File: src/pkg/pcr_pkg.sv
// ==========================================
// Periodic collection register constants
// ==========================================
package pcr_pkg;
    // Frame address offsets within a channel
    localparam logic [6:0] OFS_SAMPLE0 = 7'h02;
    localparam logic [6:0] SMP_STRIDE = 7'h02;
    localparam int SMP_SLOTS = 4;
    localparam logic [6:0] OFS_PERIODIC_COLLECTION_MODE = 7'h0a;
    localparam logic [6:0] OFS_CHCTRL = 7'h0b;
    localparam logic [6:0] OFS_CLEAR = 7'h0e;
    localparam logic [6:0] CH0_BASE = 7'h00;

    // Periodic control byte fields
    localparam int PC_BRC_BIT = 7;
    localparam int PC_AUTO_BIT = 1;
    localparam int PC_EN_BIT = 0;

    // Channel control byte fields
    localparam int CC_TEST_BIT = 3;
    localparam int CC_EN_BIT = 2;
    localparam int CC_BCK_LSB = 0;
    localparam logic [1:0] BCK_ALL = 2'h3;

    // Status byte fields
    localparam int ST_PLL_BIT = 7;
    localparam int ST_REF_BIT = 6;
    localparam int ST_GNDA_BIT = 5;
    localparam int ST_GNDD_BIT = 4;
    localparam int ST_OCS_BIT = 3;
    localparam int ST_TS_BIT = 2;
    localparam int ST_ZERO_BIT = 1;
    localparam int ST_UV_BIT = 0;
    localparam logic [7:0] ST_W0C_MASK = 8'hfd;

    // Sample top byte fields (within the 24-bit readback)
    localparam int SMP_ERR_BIT = 23;
    localparam int SMP_RNE_BIT = 21;
    localparam int SMP_UV_BIT = 20;

    // Reset values and keys
    localparam logic [7:0] REG_RESET = 8'h00;
    localparam logic [7:0] CLEAR_KEY = 8'hff;

    // Timing
    localparam int CLK_PERIOD_PS = 8000;
    localparam int BRC_STEP_PS = 500000;
    localparam int BRC_STEP_CYC = (BRC_STEP_PS + CLK_PERIOD_PS - 1) / CLK_PERIOD_PS;
    localparam int AUTO_PERIOD_US = 500;
    localparam int AUTO_PERIOD_CYC = AUTO_PERIOD_US * 1000000 / CLK_PERIOD_PS;
    localparam int TMR_W = 14;

    // Channel mode, Gray along normal -> periodic -> buffer check
    typedef enum logic [1:0] {
        MODE_CMDRESP = 2'b00,
        MODE_PERIODIC = 2'b01,
        MODE_BUFCHK = 2'b11
    } pcr_mode_t;
endpackage

File: src/logic/pcr_bcast_timer.sv
`timescale 1ns/100ps
// ==========================================
// Broadcast read delay timer
// ==========================================
module pcr_bcast_timer import pcr_pkg::*; #(
    parameter int STEP_CYC = BRC_STEP_CYC
) (
    // Clock and reset
    input logic clk_sys,
    input logic sys_rst,
    input logic ce,
    // Request
    input logic clr,
    input logic trig,
    input logic [7:0] delay,
    // Result
    output logic busy,
    output logic send
);
    typedef struct packed {
        logic busy;
        logic [TMR_W-1:0] cnt;
        logic send;
    } pcr_tmr_t;

    pcr_tmr_t s_r;
    pcr_tmr_t s_nxt;

    always_comb begin
        s_nxt = s_r;
        s_nxt.send = 1'b0;
        if (s_r.busy) begin
            if (s_r.cnt == '0) begin
                s_nxt.busy = 1'b0;
                s_nxt.send = 1'b1;
            end else begin
                s_nxt.cnt = s_r.cnt - 1'b1;
            end
        end else if (trig) begin
            s_nxt.busy = 1'b1;
            s_nxt.cnt = TMR_W'(delay) * TMR_W'(STEP_CYC);
        end
        if (clr) begin
            s_nxt = '0;
        end
    end

    always_ff @(posedge clk_sys) begin
        if (sys_rst) begin
            s_r <= '0;
        end else if (ce) begin
            s_r <= s_nxt;
        end
    end

    assign busy = s_r.busy;
    assign send = s_r.send;
endmodule

File: src/logic/pcr_sample_slot.sv
`timescale 1ns/100ps
// ==========================================
// One slave sample buffer
// ==========================================
module pcr_sample_slot import pcr_pkg::*; (
    // Clock and reset
    input logic clk_sys,
    input logic sys_rst,
    input logic ce,
    // Control
    input logic clr,
    input logic consume,
    // Engine write
    input logic wr_en,
    input logic [19:0] wr_data,
    input logic wr_err,
    input logic wr_uv,
    // Readback, top, mid, low bytes
    output logic [23:0] rb
);
    typedef struct packed {
        logic [19:0] data;
        logic err;
        logic rx_not_empty;
        logic uv;
    } pcr_slot_t;

    pcr_slot_t s_r;
    pcr_slot_t s_nxt;

    always_comb begin
        s_nxt = s_r;
        if (consume) begin
            s_nxt.rx_not_empty = 1'b0;
        end
        if (clr) begin
            s_nxt = '0;
        end
        if (wr_en) begin
            s_nxt.data = wr_data;
            s_nxt.err = wr_err;
            s_nxt.uv = wr_uv;
            s_nxt.rx_not_empty = 1'b1;
        end
    end

    always_ff @(posedge clk_sys) begin
        if (sys_rst) begin
            s_r <= '0;
        end else if (ce) begin
            s_r <= s_nxt;
        end
    end

    assign rb = {s_r.err, 1'b0, s_r.rx_not_empty, s_r.uv, s_r.data};
endmodule

File: src/logic/pcr_regs.sv
`timescale 1ns/100ps
// ==========================================
// Periodic collection channel registers
// ==========================================
// Behaviour
// - Manual read only when enabled, not auto
// - Auto broadcast read every 500 us
// - Auto bit write ignored when disabled
// - Periodic mode blocks transfers and config
// - Enable leaves only by channel clear
// - Broadcast delayed by delay times step
// - Store 20-bit sample per slave slot
// - Error flag in top byte bit 7
// - Not-empty flag until sample read
// - Supply low flag in top byte bit 4
// - Status byte diag flags, bit 1 zero
// - Buffer check beats enable and discovery
// - Discovery count write with enable set starts pulses
// - Diag flag holds until zero written
// - Supply test forces supply low flag
module pcr_regs import pcr_pkg::*; #(
    parameter logic [6:0] CH_BASE = CH0_BASE,
    parameter int AUTO_CYC = AUTO_PERIOD_CYC,
    parameter int STEP_CYC = BRC_STEP_CYC
) (
    // Clock and reset
    input logic clk_sys,
    input logic sys_rst,
    input logic ce,
    // Host register frame
    input logic frame_valid,
    input logic frame_wr,
    input logic [6:0] frame_addr,
    input logic [23:0] frame_wdata,
    output logic [23:0] rd_data,
    output logic rd_valid,
    // Bus engine sample write
    input logic smp_wr,
    input logic [1:0] smp_slot,
    input logic [19:0] smp_data,
    input logic smp_err,
    input logic smp_uv,
    input logic bufchk_done,
    // Diagnostic events
    input logic evt_pll_unlock,
    input logic evt_ref_clock,
    input logic evt_gnda_open,
    input logic evt_gndd_open,
    input logic evt_overcurrent,
    input logic evt_thermal,
    input logic evt_supply_low,
    // Engine control
    output logic bcast_send,
    output logic periodic_mode,
    output logic channel_enable,
    output logic bufchk_start,
    output logic disc_start,
    output logic [2:0] disc_count,
    output logic supply_force_low
);
    localparam int AW = $clog2(AUTO_CYC + 1);

    typedef struct packed {
        logic broadcast_read_command;
        logic auto_rd;
        logic periodic_collection_mode_en;
        logic [7:0] dly;
        logic test;
        logic en;
        logic [1:0] buffer_check_request;
        logic [2:0] discovery_pulse_count;
        logic [7:0] stat;
        pcr_mode_t mode;
        logic [AW-1:0] auto_cnt;
        logic [23:0] rd_data;
        logic rd_valid;
        logic bufchk_start;
        logic disc_start;
    } pcr_regs_t;

    pcr_regs_t s_r;
    pcr_regs_t s_nxt;

    logic [6:0] ofs;
    logic wr;
    logic rd;
    logic wr_periodic_collection_mode;
    logic wr_chctrl;
    logic clear_hit;
    logic locked;
    logic man_trig;
    logic auto_trig;
    logic tmr_busy;
    logic [7:0] b2;
    logic [7:0] b3;
    logic [7:0] b4;
    logic [7:0] ev;
    logic [23:0] slot_rb [SMP_SLOTS];
    logic [SMP_SLOTS-1:0] slot_hit;

    assign ofs = frame_addr - CH_BASE;
    assign wr = frame_valid && frame_wr;
    assign rd = frame_valid && !frame_wr;
    assign b2 = frame_wdata[23:16];
    assign b3 = frame_wdata[15:8];
    assign b4 = frame_wdata[7:0];
    assign wr_periodic_collection_mode = wr && ofs == OFS_PERIODIC_COLLECTION_MODE;
    assign wr_chctrl = wr && ofs == OFS_CHCTRL;
    assign clear_hit = wr && ofs == OFS_CLEAR && b2 == CLEAR_KEY;
    assign locked = s_r.mode == MODE_PERIODIC;

    assign man_trig = wr_periodic_collection_mode && b2[PC_BRC_BIT] && s_r.periodic_collection_mode_en && !s_r.auto_rd;
    assign auto_trig = s_r.auto_rd && locked && s_r.auto_cnt == AW'(AUTO_CYC - 1);

    assign ev = {evt_pll_unlock, evt_ref_clock, evt_gnda_open, evt_gndd_open,
                 evt_overcurrent, evt_thermal, 1'b0, evt_supply_low || s_r.test};

    // ==========================================
    // Sample buffers
    // ==========================================
    genvar gi;
    generate
        for (gi = 0; gi < SMP_SLOTS; gi++) begin : g_slot
            assign slot_hit[gi] = ofs == OFS_SAMPLE0 + SMP_STRIDE * 7'(gi);
            pcr_sample_slot u_slot (
                .clk_sys(clk_sys),
                .sys_rst(sys_rst),
                .ce(ce),
                .clr(clear_hit),
                .consume(rd && slot_hit[gi]),
                .wr_en(smp_wr && smp_slot == 2'(gi)),
                .wr_data(smp_data),
                .wr_err(smp_err),
                .wr_uv(smp_uv),
                .rb(slot_rb[gi])
            );
        end
    endgenerate

    pcr_bcast_timer #(
        .STEP_CYC(STEP_CYC)
    ) u_timer (
        .clk_sys(clk_sys),
        .sys_rst(sys_rst),
        .ce(ce),
        .clr(clear_hit),
        .trig(man_trig || auto_trig),
        .delay(s_r.dly),
        .busy(tmr_busy),
        .send(bcast_send)
    );

    // ==========================================
    // Next state
    // ==========================================
    always_comb begin
        s_nxt = s_r;
        s_nxt.rd_valid = rd;
        s_nxt.bufchk_start = 1'b0;
        s_nxt.disc_start = 1'b0;
        if (s_r.auto_rd && locked) begin
            s_nxt.auto_cnt = auto_trig ? '0 : s_r.auto_cnt + 1'b1;
        end else begin
            s_nxt.auto_cnt = '0;
        end
        if (wr_periodic_collection_mode) begin
            s_nxt.broadcast_read_command = b2[PC_BRC_BIT];
            if (s_r.periodic_collection_mode_en) begin
                s_nxt.auto_rd = b2[PC_AUTO_BIT];
            end
            s_nxt.periodic_collection_mode_en = s_r.periodic_collection_mode_en || b2[PC_EN_BIT];
            if (!locked) begin
                s_nxt.dly = b3;
            end
        end
        if (wr_chctrl && !locked) begin
            s_nxt.test = b2[CC_TEST_BIT];
            s_nxt.buffer_check_request = b2[CC_BCK_LSB +: 2];
            if (b2[CC_BCK_LSB +: 2] == BCK_ALL) begin
                s_nxt.bufchk_start = 1'b1;
            end else begin
                s_nxt.en = b2[CC_EN_BIT];
                s_nxt.discovery_pulse_count = b3[2:0];
                s_nxt.disc_start = b2[CC_EN_BIT] && b3[2:0] != 3'h0;
            end
        end
        if (wr_chctrl) begin
            s_nxt.stat = s_r.stat & (b4 | ~ST_W0C_MASK);
        end
        if (clear_hit) begin
            s_nxt.broadcast_read_command = 1'b0;
            s_nxt.auto_rd = 1'b0;
            s_nxt.periodic_collection_mode_en = 1'b0;
            s_nxt.dly = REG_RESET;
            s_nxt.test = 1'b0;
            s_nxt.en = 1'b0;
            s_nxt.buffer_check_request = 2'h0;
            s_nxt.discovery_pulse_count = 3'h0;
            s_nxt.stat = REG_RESET;
            s_nxt.auto_cnt = '0;
            s_nxt.bufchk_start = 1'b0;
            s_nxt.disc_start = 1'b0;
        end
        s_nxt.stat = (s_nxt.stat | ev) & ST_W0C_MASK;
        if (s_nxt.periodic_collection_mode_en) begin
            s_nxt.mode = MODE_PERIODIC;
        end else if (s_nxt.bufchk_start) begin
            s_nxt.mode = MODE_BUFCHK;
        end else if (clear_hit || (s_r.mode == MODE_BUFCHK && bufchk_done)) begin
            s_nxt.mode = MODE_CMDRESP;
        end
        s_nxt.rd_data = 24'h000000;
        for (int i = 0; i < SMP_SLOTS; i++) begin
            if (slot_hit[i]) begin
                s_nxt.rd_data = slot_rb[i];
            end
        end
        unique case (1'b1)
            ofs == OFS_PERIODIC_COLLECTION_MODE: begin
                s_nxt.rd_data = {s_r.broadcast_read_command, 5'h00, s_r.auto_rd, s_r.periodic_collection_mode_en, s_r.dly, REG_RESET};
            end
            ofs == OFS_CHCTRL: begin
                s_nxt.rd_data = {4'h0, s_r.test, s_r.en, s_r.buffer_check_request, 5'h00, s_r.discovery_pulse_count, s_r.stat};
            end
            default: begin
            end
        endcase
        if (!rd) begin
            s_nxt.rd_data = s_r.rd_data;
        end
    end

    always_ff @(posedge clk_sys) begin
        if (sys_rst) begin
            s_r <= '0;
        end else if (ce) begin
            s_r <= s_nxt;
        end
    end

    assign rd_data = s_r.rd_data;
    assign rd_valid = s_r.rd_valid;
    assign periodic_mode = s_r.periodic_collection_mode_en;
    assign channel_enable = s_r.en;
    assign bufchk_start = s_r.bufchk_start;
    assign disc_start = s_r.disc_start;
    assign disc_count = s_r.discovery_pulse_count;
    assign supply_force_low = s_r.test;
endmodule

File: config.mk
export PLATFORM = sky130hd
export DESIGN_NAME = pcr_regs
export DESIGN_NICKNAME = d
export VERILOG_FILES = /design/src/pkg/pcr_pkg.sv /design/src/logic/pcr_bcast_timer.sv /design/src/logic/pcr_sample_slot.sv /design/src/logic/pcr_regs.sv
export SDC_FILE = /design/constraint.sdc
export NUM_CORES = 1
export LEC_CHECK = 0
export BUFFER_PORTS_ARGS = -buffer_cell sky130_fd_sc_hd__buf_4
export CAP_MARGIN = 20
export CORE_ASPECT_RATIO = 0.75
export CORE_MARGIN = 5
export CORE_UTILIZATION = 45
export DETAILED_ROUTE_END_ITERATION = 12
export GPL_TIMING_DRIVEN = 0
export REMOVE_ABC_BUFFERS = 1
export SLEW_MARGIN = 25
export SYNTH_ARGS = -nofsm -noshare
export SYNTH_HDL_FRONTEND = slang
export SYNTH_SLANG_ARGS = --single-unit
File: constraint.sdc
create_clock -name clk_sys -period 4.4 [get_ports clk_sys]
set_clock_uncertainty 0.2 [all_clocks]
set_input_delay 1.1 -clock clk_sys [delete_from_list [all_inputs] [get_ports clk_sys]]
set_output_delay 1.1 -clock clk_sys [all_outputs]
set_load 0.05 [all_outputs]
Yosys cells after proc, flatten, opt, wreduce, memory -nomap -nowiden
Index checks and enable logic that the tools add are counted.

Bits in registers: 178. Logic and storage cells: 160.

Equal/unequal tests: 18. Reduce and logical (&&, ||, !) cells: 61. $add $sub $neg: 2. Multiply operators: 1. Multiplexer cells: 42. Bitwise logic cells: 2.

Operators by type and width (count): 23-bit two-way mux (8); 24-bit two-way mux (4); 16-bit two-way mux (4); 24-bit case mux with 2 select lines (1); 15-bit two-way mux (2); 7-bit by 4-bit == test with 1-bit output, second input constant (4); 26-bit two-way mux (1); 2-bit AND reduction (12); 1-bit logical AND (22); 3-bit nonzero test (7); 16-bit by 1-bit adder with 16-bit output, second input constant (1); 16-bit == test, second input constant (1); 8-bit two-way mux (2); 7-bit by 3-bit == test with 1-bit output, second input constant (2); 14-bit logical NOT (1); 8-bit by 6-bit multiplier with 14-bit output, second input constant (1); 14-bit two-way mux (1); 2-bit nonzero test (7); 14-bit by 1-bit subtractor with 14-bit output, second input constant (1); 3-bit AND reduction (4); 1-bit two-way mux (11); 11-bit two-way mux (1); 2-bit two-way mux (5); 8-bit bitwise AND (1); 12 further kinds (22).

Depth between registers and ports, before layout
Gate-level depths: netlist (run 1).

Word-level depth: 9. Depth in mapped cells: 13.

Hierarchy
From an unflattened synthesis (run 1), not the netlist that was laid out.

Cell total of the unflattened synthesis: 1205. Area, all modules: 10850.4 sq um.

Modules (own cells, without submodules): pcr_sample_slot (cells an instance 106, area each 1108.6 sq um, times used 4); pcr_regs (cells an instance 533, area each 4357.9 sq um, times used 1); pcr_bcast_timer (cells an instance 248, area each 2058.2 sq um, times used 1).

Worst setup path after synthesis (run 1)
No wires, ideal clock.

Kind: reg2reg. Start point: reg s_r[65] (netlist bit). End point: reg u_timer.s_r[14] (netlist bit). Arrival: 3.646 ns. Path buffers: 0. Data required time: 4.077 ns. Cell stages (with the launch flop): 14. Period minus slack after synthesis: 3.969 ns. Path slack: 0.431 ns. Cell sequence: dfxtp_1 > inv_1 > fa_1 > fa_1 > fa_1 > inv_1 > ha_1 > a21o_1 > and4_1 > a311oi_1 > o21ai_0 > a31oi_1 > xnor2_1 > o21ai_0.

Longest elaborated chain between the ends: 4.

Ends and longest elaborated chain: from (decl) (RTL line pcr_regs.sv:81) `pcr_regs_t s_r;`; from (signal assigned) (RTL line pcr_regs.sv:237) `s_r <= s_nxt;`; 8-bit by 6-bit multiplier with 14-bit output (RTL line pcr_bcast_timer.sv:41) `s_nxt.cnt = TMR_W'(delay) * TMR_W'(STEP_CYC);`; 15-bit two-way mux (RTL line pcr_bcast_timer.sv:39) `end else if (trig) begin`; 15-bit two-way mux (RTL line pcr_bcast_timer.sv:32) `if (s_r.busy) begin`; 16-bit two-way mux (RTL line pcr_bcast_timer.sv:43) `if (clr) begin`; to (signal assigned) (RTL line pcr_bcast_timer.sv:52) `s_r <= s_nxt;`; to (decl) (RTL line pcr_bcast_timer.sv:26) `pcr_tmr_t s_r;`.

Every way passes these cells. The select of a mux whose other input is x is not followed. A chain may end at the register's enable or synchronous reset.

Final worst setup path (run 1)
Start point: reg s_r[63] (netlist bit). End point: reg u_timer.s_r[14] (netlist bit).

The elaborated chain is that of the path after synthesis.

==> metrics.csv, run 1 <==
stage;metric;value;unit
status;status;complete, no violations;
routing;drt first pass iters;6;
power_and_ir_drop;pwr/cell area;337;mW/mm^2
logic_synthesis;Seq/Total Area, Yosys;39.6;%
sta;Final setup viols;0;
sta;normalized max-slew margin;26.1;%
routing;via count;7871;
setup_path;kind of cell adding the most delay to the critical path;adder cells;
global_route;first-pass GRT wire length;41200;microns
final_layout;Nets;1210;
final_layout;layout cells sized above 1;18.4;%
clocking;CTS tree;built;
setup_path;Most common cell on crit path;fa_1;
logic_synthesis;synthesized cell area;0.00894;sq mm
setup_path;critical path arrival;4.32;ns
logic_synthesis;cell count after synthesis;1053;
clocking;CTS Buf Count;17;
sta;Worst Tran Pin Value;1.10;ns
routing;Total Routed Length;26100;microns
sta;final hold vios;0;
clocking;htree depth;4;
final_layout;Final Non-Filler Cells;1363;
setup_path;CP Max Fanout;5;
sta;fmax;237;MHz
placement;Final HPWL DP;17700;microns
clocking;Clk Latency, worst-skew pair;0.43;ns
logic_synthesis;Synth top cells by count;dfxtp_1, nor2_1, a22oi_1;
routing;routed len/inst;19.2;microns
global_route;initial antenna violation count;0;
logic_synthesis;Avg Inst Size Synth;8.49;sq um
power_and_ir_drop;VDD IR max;0.222;mV
global_route;largest net degree at the start of global routing;103;
logic_synthesis;#FFs+latches synth;177;
final_layout;Syn-to-layout area delta;17.0;%
placement;DP Cell Count;1330;
floorplanning;Std-Cell Rows;44;
routing;vias per std cell;5.77;
logic_synthesis;library cells used by synthesis;65;
sta;fin crit share;95.7;%
setup_path;Cell Chain, Critical Path;inv_1, fa_1, fa_1, fa_1, inv_1, ha_1, a21o_1, and4_1, a311oi_2, o21ai_1, a31oi_1, xnor2_1, o21ai_0;
setup_path;Worst path slowest cell;fa_1;
logic_synthesis;Post-synth EDFFs;0;
setup_path;crit-path max cell delay;0.56;ns
final_layout;Antenna Diode Count;0;
routing;Remaining DRCs;0;
setup_path;crit start category;register;
routing;Antenna Nets Post-Route;0;
global_route;vias in the first global route;7354;
routing;violation count after the first detailed-route iteration;758;
global_route;gr ovfl total;0;
floorplanning;Starting Density;46.0;%
logic_synthesis;largest cells by area after synthesis;dfxtp_1, a22oi_1, nor2_1, fa_1, ha_1;
sta;Final Max Tran Viols;0;
floorplanning;I/O pins;103;
final_layout;final design utilization;53.8;%
clocking;CTS Buffer Depth;2;
setup_path;Worst setup EP type;register;
sta;Setup TNS Final;0;ns
clocking;Root Driver;clkbuf_16;
sta;setup repair after global routing missed its margin;false;
clocking;postcts setup bufs;0;
logic_synthesis;Yosys Warn Count;0;
floorplanning;die area;0.0228;sq mm
sta;final critical-path required period;4.21;ns
power_and_ir_drop;Leakage;0.00412;uW
run;MaxCap Viol Count;0;
global_route;gr usage total;22.1;%
logic_synthesis;cell taking the most area after synthesis;dfxtp_1;
setup_path;CP Class;register to register;
setup_path;worst path bufs/invs;2;
placement;final RePlAce weighted congestion;0.804;
logic_synthesis;Most used DFF post-synth;dfxtp_1;
floorplanning;Die Ht;132;microns
power_and_ir_drop;Overall Power;3520;uW
placement;Buffers on Ports;100;
worst_hold_path;hold crit path type;register to register;
clocking;Worst-path clk slew;0.07;ns
clocking;CTS sink cnt;177;
logic_synthesis;top-area cell type share of the netlist area;39.6;%
setup_path;Crit path required time;4.51;ns
floorplanning;core area;0.0194;sq mm
floorplanning;Die Wd;173;microns
logic_synthesis;FFs w/ async S/R, synth;0;%
## layout by cell type, fill, tap and decap left out, types with 8 or more instances in the layout
cell type  count
a22oi_1      116
xor2_1        16
and3_1        10
fa_1          19
o21ai_0       56
a21oi_1       60
a221oi_1      11
nor2_1       174
mux2_2        19
nor3_1        33
a31oi_1        8
nand2_1       53
nand3_1       21
inv_1         37
buf_4        112
ha_1          25
clkbuf_16     17
dfxtp_1      174
nand4_1       15
## cell families (layout without fill, tap and decap cells)
kind of cell / Yosys count / in the layout / share of synthesized area (%)
and+or+nand+nor: 356 / 356 / 18.5
AOI/OAI and AO/OA: 298 / 298 / 22.2
DFF: 177 / 177 / 39.6
buffers and inverters: 132 / 189 / 6.86
adders and majority gates: 44 / 44 / 7.75
xor gates and xnor gates: 23 / 23 / 2.25
muxes: 22 / 22 / 2.73
other: 1 / 1 / 0.0419
## power breakdown
group	switching (uW)	total (uW)	leakage, uW	internal, uW
sequential	17.1	1650	0.00143	1630
clock	709	1570	0.000284	858
combinational	193	304	0.00240	111
total	919	3520	0.00412	2600
## metrics by stage
step / hold WS (ns) / setup WS [ns] / area, sq um
finish: 0.269 / 0.189 / 10500
global route: 0.307 / 0.0294 / 10500
CTS: 0.270 / 0.0469 / 10400
detailed placement: 0.260 / -0.0491 / 9840
global placement: 0.256 / -2.55 / 9540
floorplan: 0.226 / 0.431 / 8470
## final timing paths
check / startpoint / endpoint / slack (ns) / cells after the start
setup / recovery: s_r[63] / u_timer.s_r[14] / 0.19 / 13
setup reg to reg: s_r[63] / u_timer.s_r[14] / 0.19 / 13
hold reg to reg: u_timer.s_r[11] / u_timer.s_r[11] / 0.27 / 2
hold / removal: u_timer.s_r[11] / u_timer.s_r[11] / 0.27 / 2
## sequential cells by signal, indices dropped and copies added, names as in the netlist
name,count
s_r,37
disc_count,3
rd_valid,1
disc_start,1
u_timer.busy,1
channel_enable,1
bufchk_start,1
u_timer.send,1
periodic_mode,1
g_slot.u_slot.rb,92
u_timer.s_r,14
rd_data,23
supply_force_low,1
## per-layer routing
layer | vias up | GRT usage [%] | share of wire, %
li1 | 3842 | - | -
met1 | 3755 | 34.0 | 50
met2 | 259 | 32.2 | 43
met3 | 15 | 3.90 | 6.1
met4 | 0 | 5.33 | 0.94
met5 | - | 0 | 0
## worst register-to-register path, delay by kind of cell (launching register included)
family / cells / cell delay, ns
flip-flops: 1 / 0.41
XOR/XNOR: 1 / 0.21
buffers and inverters: 2 / 0.12
AO/OA/AOI/OAI: 5 / 1.03
adder cells (fa/ha/maj): 4 / 1.93
AND/OR/NAND/NOR: 1 / 0.20
## cell type report
class	count	area, sq um
fillers	1848	8970
clock buffers	18	429
multi-input cells	744	4880
repair buffers	120	978
flip-flops and latches	177	3550
clock inverters	14	169
well taps	253	317
inverters	37	139
## timing repair
item	4_1_cts	5_1_grt
hold buffers	0	0
cloned	0	0
gates resized for setup	1	4
endpoints found under the setup margin	1	2
(Power assumes the default switching activity.)
==> inputs of run 2 (changes only) <==
--- a/config.mk
+++ b/config.mk
@@ -16,4 +16,5 @@
 export SLEW_MARGIN = 25
 export SYNTH_ARGS = -nofsm -noshare
 export SYNTH_HDL_FRONTEND = slang
+export SYNTH_HIERARCHICAL = 1
 export SYNTH_SLANG_ARGS = --single-unit
==> run 2 against run 1 <==
Net effect:
- synthesized cell count rose by 14%
- setup slack got worse by 0.061 ns
- total power rose by 1.5%
- register-to-register slack got worse by 0.06 ns
==> metrics.csv, run 2 <==
stage;metric;value;unit
setup_path;crit-path max cell delay;0.61;ns
logic_synthesis;Most used DFF post-synth;dfxtp_1;
logic_synthesis;Synth top cells by count;dfxtp_1, nand2b_1, nand4b_1;
clocking;CTS sink cnt;178;
setup_path;Crit path required time;4.53;ns
clocking;CTS Buf Count;17;
clocking;Worst-path clk slew;0.07;ns
final_layout;cell area after layout;0.0120;sq mm
final_layout;fillers;2268;
global_route;largest net degree at the start of global routing;158;
final_layout;most common cell after layout, fill and taps aside;dfxtp_1;
clocking;postcts setup bufs;0;
setup_path;CP startpoint;s_r[64];
sta;fmax;234;MHz
worst_hold_path;hold crit path type;register to register;
final_layout;layout cells sized above 1;21.6;%
power_and_ir_drop;Leakage;0.00445;uW
sta;Final setup viols;0;
setup_path;reg2reg end;u_timer/s_r[12];
sta;normalized max-slew margin;34.5;%
setup_path;crit path to;u_timer/s_r[12];
logic_synthesis;top-area cell type share of the netlist area;32.8;%
routing;vias per std cell;6.04;
setup_path;Most common cell on crit path;fa_1;
setup_path;CP Class;register to register;
logic_synthesis;synthesized cell area;0.0109;sq mm
sta;Worst Tran Pin Value;0.979;ns
setup_path;Worst path slowest cell;fa_1;
floorplanning;die area;0.0273;sq mm
placement;Buffers on Ports;101;
final_layout;max reg flops;92;
routing;routed len/inst;20.4;microns
global_route;initial antenna violation count;0;
power_and_ir_drop;VDD IR max;0.281;mV
logic_synthesis;largest cells by area after synthesis;dfxtp_1, nand4b_1, o21ai_2, nand2b_1, fa_1;
clocking;CTS tree;built;
placement;Post-DP Area;0.0114;sq mm
floorplanning;Std-Cell Rows;49;
floorplanning;I/O pins;103;
placement;final RePlAce weighted congestion;0.912;
power_and_ir_drop;pwr/cell area;298;mW/mm^2
clocking;Root Driver;clkbuf_16;
sta;fin crit share;97.1;%
setup_path;Worst setup EP type;register;
logic_synthesis;#FFs+latches synth;178;
setup_path;Reg2Reg Setup Slack;0.13;ns
clocking;CTS Buffer Depth;2;
clocking;Clk Latency, worst-skew pair;0.44;ns
floorplanning;Starting Density;45.5;%
run;MaxCap Viol Count;0;
clocking;htree depth;4;
sta;Final Max Tran Viols;0;
sta;final hold vios;0;
setup_path;Reg-to-Reg Start;s_r[64];
floorplanning;Die Wd;189;microns
logic_synthesis;cell count after synthesis;1205;
logic_synthesis;leading cell type by number of instances after synthesis;dfxtp_1;
placement;DP Cell Count;1500;
final_layout;Antenna Diode Count;0;
logic_synthesis;Post-synth EDFFs;0;
final_layout;Syn-to-layout area delta;10.5;%
routing;via count;9259;
setup_path;CP Max Fanout;8;
logic_synthesis;Yosys Warn Count;6;
global_route;gr ovfl total;0;
logic_synthesis;library cells used by synthesis;74;
placement;Final HPWL DP;20600;microns
routing;Antenna Nets Post-Route;0;
setup_path;crit start category;register;
floorplanning;Die Ht;144;microns
routing;drt first pass iters;6;
logic_synthesis;Avg Inst Size Synth;9.00;sq um
sta;final critical-path required period;4.27;ns
status;status;complete, no violations;
final_layout;Final Non-Filler Cells;1533;
logic_synthesis;cell taking the most area after synthesis;dfxtp_1;
logic_synthesis;FFs w/ async S/R, synth;0;%
global_route;vias in the first global route;8449;
global_route;first-pass GRT wire length;48700;microns
routing;violation count after the first detailed-route iteration;889;
sta;setup repair after global routing missed its margin;false;
global_route;gr usage total;22.4;%
final_layout;most frequent cells in the layout;dfxtp_1, nand2b_1, buf_4;
setup_path;Cell Chain, Critical Path;fa_1, inv_1, fa_1, fa_1, inv_1, ha_1, a21o_1, a221o_1, or3_1, nand3_1, o21ai_0, a221o_1;
setup_path;R2R cell count;12;
routing;Total Routed Length;31200;microns
final_layout;Nets;1326;
routing;Remaining DRCs;0;
floorplanning;core area;0.0238;sq mm
setup_path;critical path arrival;4.40;ns
logic_synthesis;Seq/Total Area, Yosys;32.8;%
run 2: worst max-delay path, delay by kind of cell, from the launching register on:
family | cells | cell delay [ns]
compound gates | 4 | 0.96
fa+ha+maj | 4 | 2.01
buf+inv | 2 | 0.12
flops | 1 | 0.37
simple gates | 2 | 0.49
run 2: metrics by stage:
step	TNS, ns	setup WS [ns]	power, uW	hold slack, ns	util, %
6_report	0	0.128	3580	0.266	50.3
5_1_grt	0	0.00763	3700	0.277	50.3
4_1_cts	0	0.0315	3590	0.267	50.1
3_5_place_dp	-23.56	-0.485	2050	0.253	47.6
3_3_place_gp	-51.47	-1.07	2040	0.252	47.0
2_1_floorplan	0	0.339	1860	0.241	-
run 2: worst min-delay path by stage:
stage	start	endpoint	slack [ns]	cells after the start
detailed placement	g_slot[2].u_slot/rb[19]	g_slot[2].u_slot/rb[19]	0.25	2
CTS	g_slot[2].u_slot/rb[19]	g_slot[2].u_slot/rb[19]	0.27	2
floorplan	g_slot[0].u_slot/rb[19]	rd_data[19]	0.24	2
global placement	g_slot[2].u_slot/rb[19]	g_slot[2].u_slot/rb[19]	0.25	2
global route	bufchk_start	bufchk_start	0.28	2
finish	g_slot[2].u_slot/rb[19]	g_slot[2].u_slot/rb[19]	0.27	2
run 2: layer usage:
layer / share of wire (%) / vias to the layer above / GRT usage, %
met5: 0 / - / 0
met4: 1.1 / 0 / 4.87
met3: 7.4 / 21 / 4.71
li1: - / 4400 / -
met1: 49 / 4501 / 34.0
met2: 43 / 337 / 32.7
run 2: cells by family after synthesis:
family                     share of synthesized area, %
DFF                                                32.8
other                                             0.138
and+or+nand+nor                                    24.7
buffers and inverters                              8.57
xor gates and xnor gates                           1.78
adders and majority gates                          6.27
muxes                                              2.26
AOI/OAI and AO/OA                                  23.4
run 2: where the power goes:
part           internal [uW]  switching (uW)
clock                    843             708
combinational            136             223
sequential              1640            20.8
run 2: area by class of cell:
cell class | instances | area [sq um] | area share, %
clock buffers | 18 | 429 | 3.58
flip-flops and latches | 178 | 3570 | 29.8
clock inverters | 14 | 153 | 1.27
repair buffers | 109 | 895 | 7.46
well taps | 306 | 383 | 3.19
inverters | 42 | 158 | 1.32
multi-input cells | 866 | 6400 | 53.4
run 2: what timing repair did:
action | CTS | global route
hold buffers | 0 | 0
endpoints found under the setup margin | 6 | 2
resized for setup | 3 | 5
hold endpoints to repair | 0 | 0
pin swaps | 0 | 0
gates cloned | 0 | 0
==> inputs of run 3 (changes only) <==
--- a/config.mk
+++ b/config.mk
@@ -12,7 +12,6 @@
 export CORE_UTILIZATION = 45
 export DETAILED_ROUTE_END_ITERATION = 12
 export GPL_TIMING_DRIVEN = 0
-export REMOVE_ABC_BUFFERS = 1
 export SLEW_MARGIN = 25
 export SYNTH_ARGS = -nofsm -noshare
 export SYNTH_HDL_FRONTEND = slang
==> run 3 against run 2 <==
Net effect:
- sequential power hardly changed
- global-route usage is 2.1 points higher
- sequential cell count is the same
- critical path depth shrank 2
- largest cell class unchanged
- largest power group unchanged
==> metrics.csv, run 3 (same netlist as run 2, synthesis figures left out) <==
stage;metric;value;unit
setup_path;crit-path max cell delay;0.67;ns
global_route;gr ovfl total;0;
setup_path;Most common cell on crit path;o21ai_0;
clocking;Clk Latency, worst-skew pair;0.44;ns
placement;Final HPWL DP;25900;microns
setup_path;CP Max Fanout;13;
setup_path;Worst setup EP type;register;
routing;via count;9605;
setup_path;Crit path required time;4.50;ns
final_layout;most frequent cells in the layout;dfxtp_1, buf_4, nand2b_1;
sta;Fin Hold WS;0.254;ns
routing;violation count after the first detailed-route iteration;866;
floorplanning;core area;0.0238;sq mm
power_and_ir_drop;pwr/cell area;282;mW/mm^2
placement;final RePlAce weighted congestion;0.879;
placement;Post-DP Area;0.0120;sq mm
placement;DP Cell Count;1610;
sta;fmax;232;MHz
status;status;complete, no violations;
clocking;Worst-path clk slew;0.07;ns
floorplanning;Die Wd;189;microns
placement;dpl ws;-0.360;ns
routing;routed len/inst;20.6;microns
global_route;first-pass GRT wire length;52200;microns
sta;Final setup viols;0;
floorplanning;Die Ht;144;microns
routing;Remaining DRCs;0;
power_and_ir_drop;Leakage;0.00484;uW
floorplanning;I/O pins;103;
final_layout;max reg flops;92;
sta;final critical-path required period;4.30;ns
clocking;Root Driver;clkbuf_16;
sta;Worst Tran Pin Value;0.867;ns
setup_path;Cell Chain, Critical Path;buf_4, nor4_4, nand2_1, or3_1, inv_1, nor2b_1, nand2b_1, nor2_1, o21ai_0, o21ai_0;
sta;Final Max Tran Viols;0;
clocking;post-cts sizing count;4;
setup_path;CP Class;primary input to register;
routing;Total Routed Length;33900;microns
final_layout;Final Non-Filler Cells;1642;
clocking;CTS sink cnt;178;
placement;Buffers on Ports;99;
power_and_ir_drop;VDD IR max;0.318;mV
sta;final hold vios;0;
sta;fin crit share;97.8;%
setup_path;critical path arrival;4.40;ns
worst_hold_path;hold crit path type;register to register;
final_layout;Nets;1435;
global_route;largest net degree at the start of global routing;43;
final_layout;Antenna Diode Count;0;
clocking;CTS Hold Bufs;0;
global_route;gr usage total;24.5;%
final_layout;cell area after layout;0.0126;sq mm
final_layout;most common cell after layout, fill and taps aside;dfxtp_1;
global_route;vias in the first global route;8681;
floorplanning;Starting Density;45.5;%
clocking;CTS Buffer Depth;2;
routing;Antenna Nets Post-Route;0;
routing;vias per std cell;5.85;
floorplanning;die area;0.0273;sq mm
setup_path;Worst path slowest cell;nor4_4;
setup_path;crit start category;primary input;
final_layout;Syn-to-layout area delta;15.9;%
routing;drt first pass iters;5;
clocking;CTS Buf Count;17;
run;MaxCap Viol Count;0;
sta;normalized max-slew margin;41.7;%
final_layout;layout cells sized above 1;25.0;%
clocking;CTS tree;built;
global_route;initial antenna violation count;0;
sta;setup ws final;0.0978;ns
clocking;postcts setup bufs;0;
clocking;htree depth;4;
floorplanning;Std-Cell Rows;49;
logic_synthesis;syn_nets;1317;
## run 3: worst paths after layout
path	cells after the start	to	startpoint	slack [ns]
worst min register to register	2	rd_data[22]	rd_data[22]	0.25
worst min-delay path	2	rd_data[22]	rd_data[22]	0.25
worst max-delay path	10	u_timer/s_r[6]	frame_addr[5]	0.1
worst max register to register	12	u_timer/s_r[14]	s_r[64]	0.14
## run 3: critical path, delay by kind of cell
kind	cells	cell delay (ns)
buffers and inverters	2	0.66
and+or+nand+nor	6	2.10
AOI/OAI and AO/OA	2	0.51
## run 3: power by group
part	internal, uW	total, uW	leakage, uW	switching, uW
clock	810	1480	0.000276	674
sequential	1640	1670	0.00144	24.0
combinational	159	398	0.00312	239
## run 3: cell type report
cell class                 instances  area, sq um
clock inverter                    12          109
timing repair buffer              99          743
multi-input combinational        866         6380
buffer                           119          772
inverter                          42          158
tap                              306          383
sequential                       178         3570
fill                            2266        11300
clock buffer                      20          457
## run 3: routing by layer
layer | wire length, microns | up-vias | part of all wire, % | track usage [%]
met5 | 0 | - | 0 | 0
met4 | 487 | 0 | 1.4 | 5.06
met3 | 2690 | 28 | 7.9 | 5.48
met2 | 13100 | 384 | 39 | 33.1
met1 | 17600 | 4556 | 52 | 39.0
li1 | - | 4637 | - | -
## run 3: through the flow
stage / util [%] / TNS [ns] / power, uW
floorplan: - / 0 / 1930
global placement: 50.2 / -15.55 / 2090
detailed placement: 50.3 / -1.79 / 2100
CTS: 52.6 / 0 / 3570
global route: 52.7 / -0.00475 / 3670
finish: 52.7 / 0 / 3550
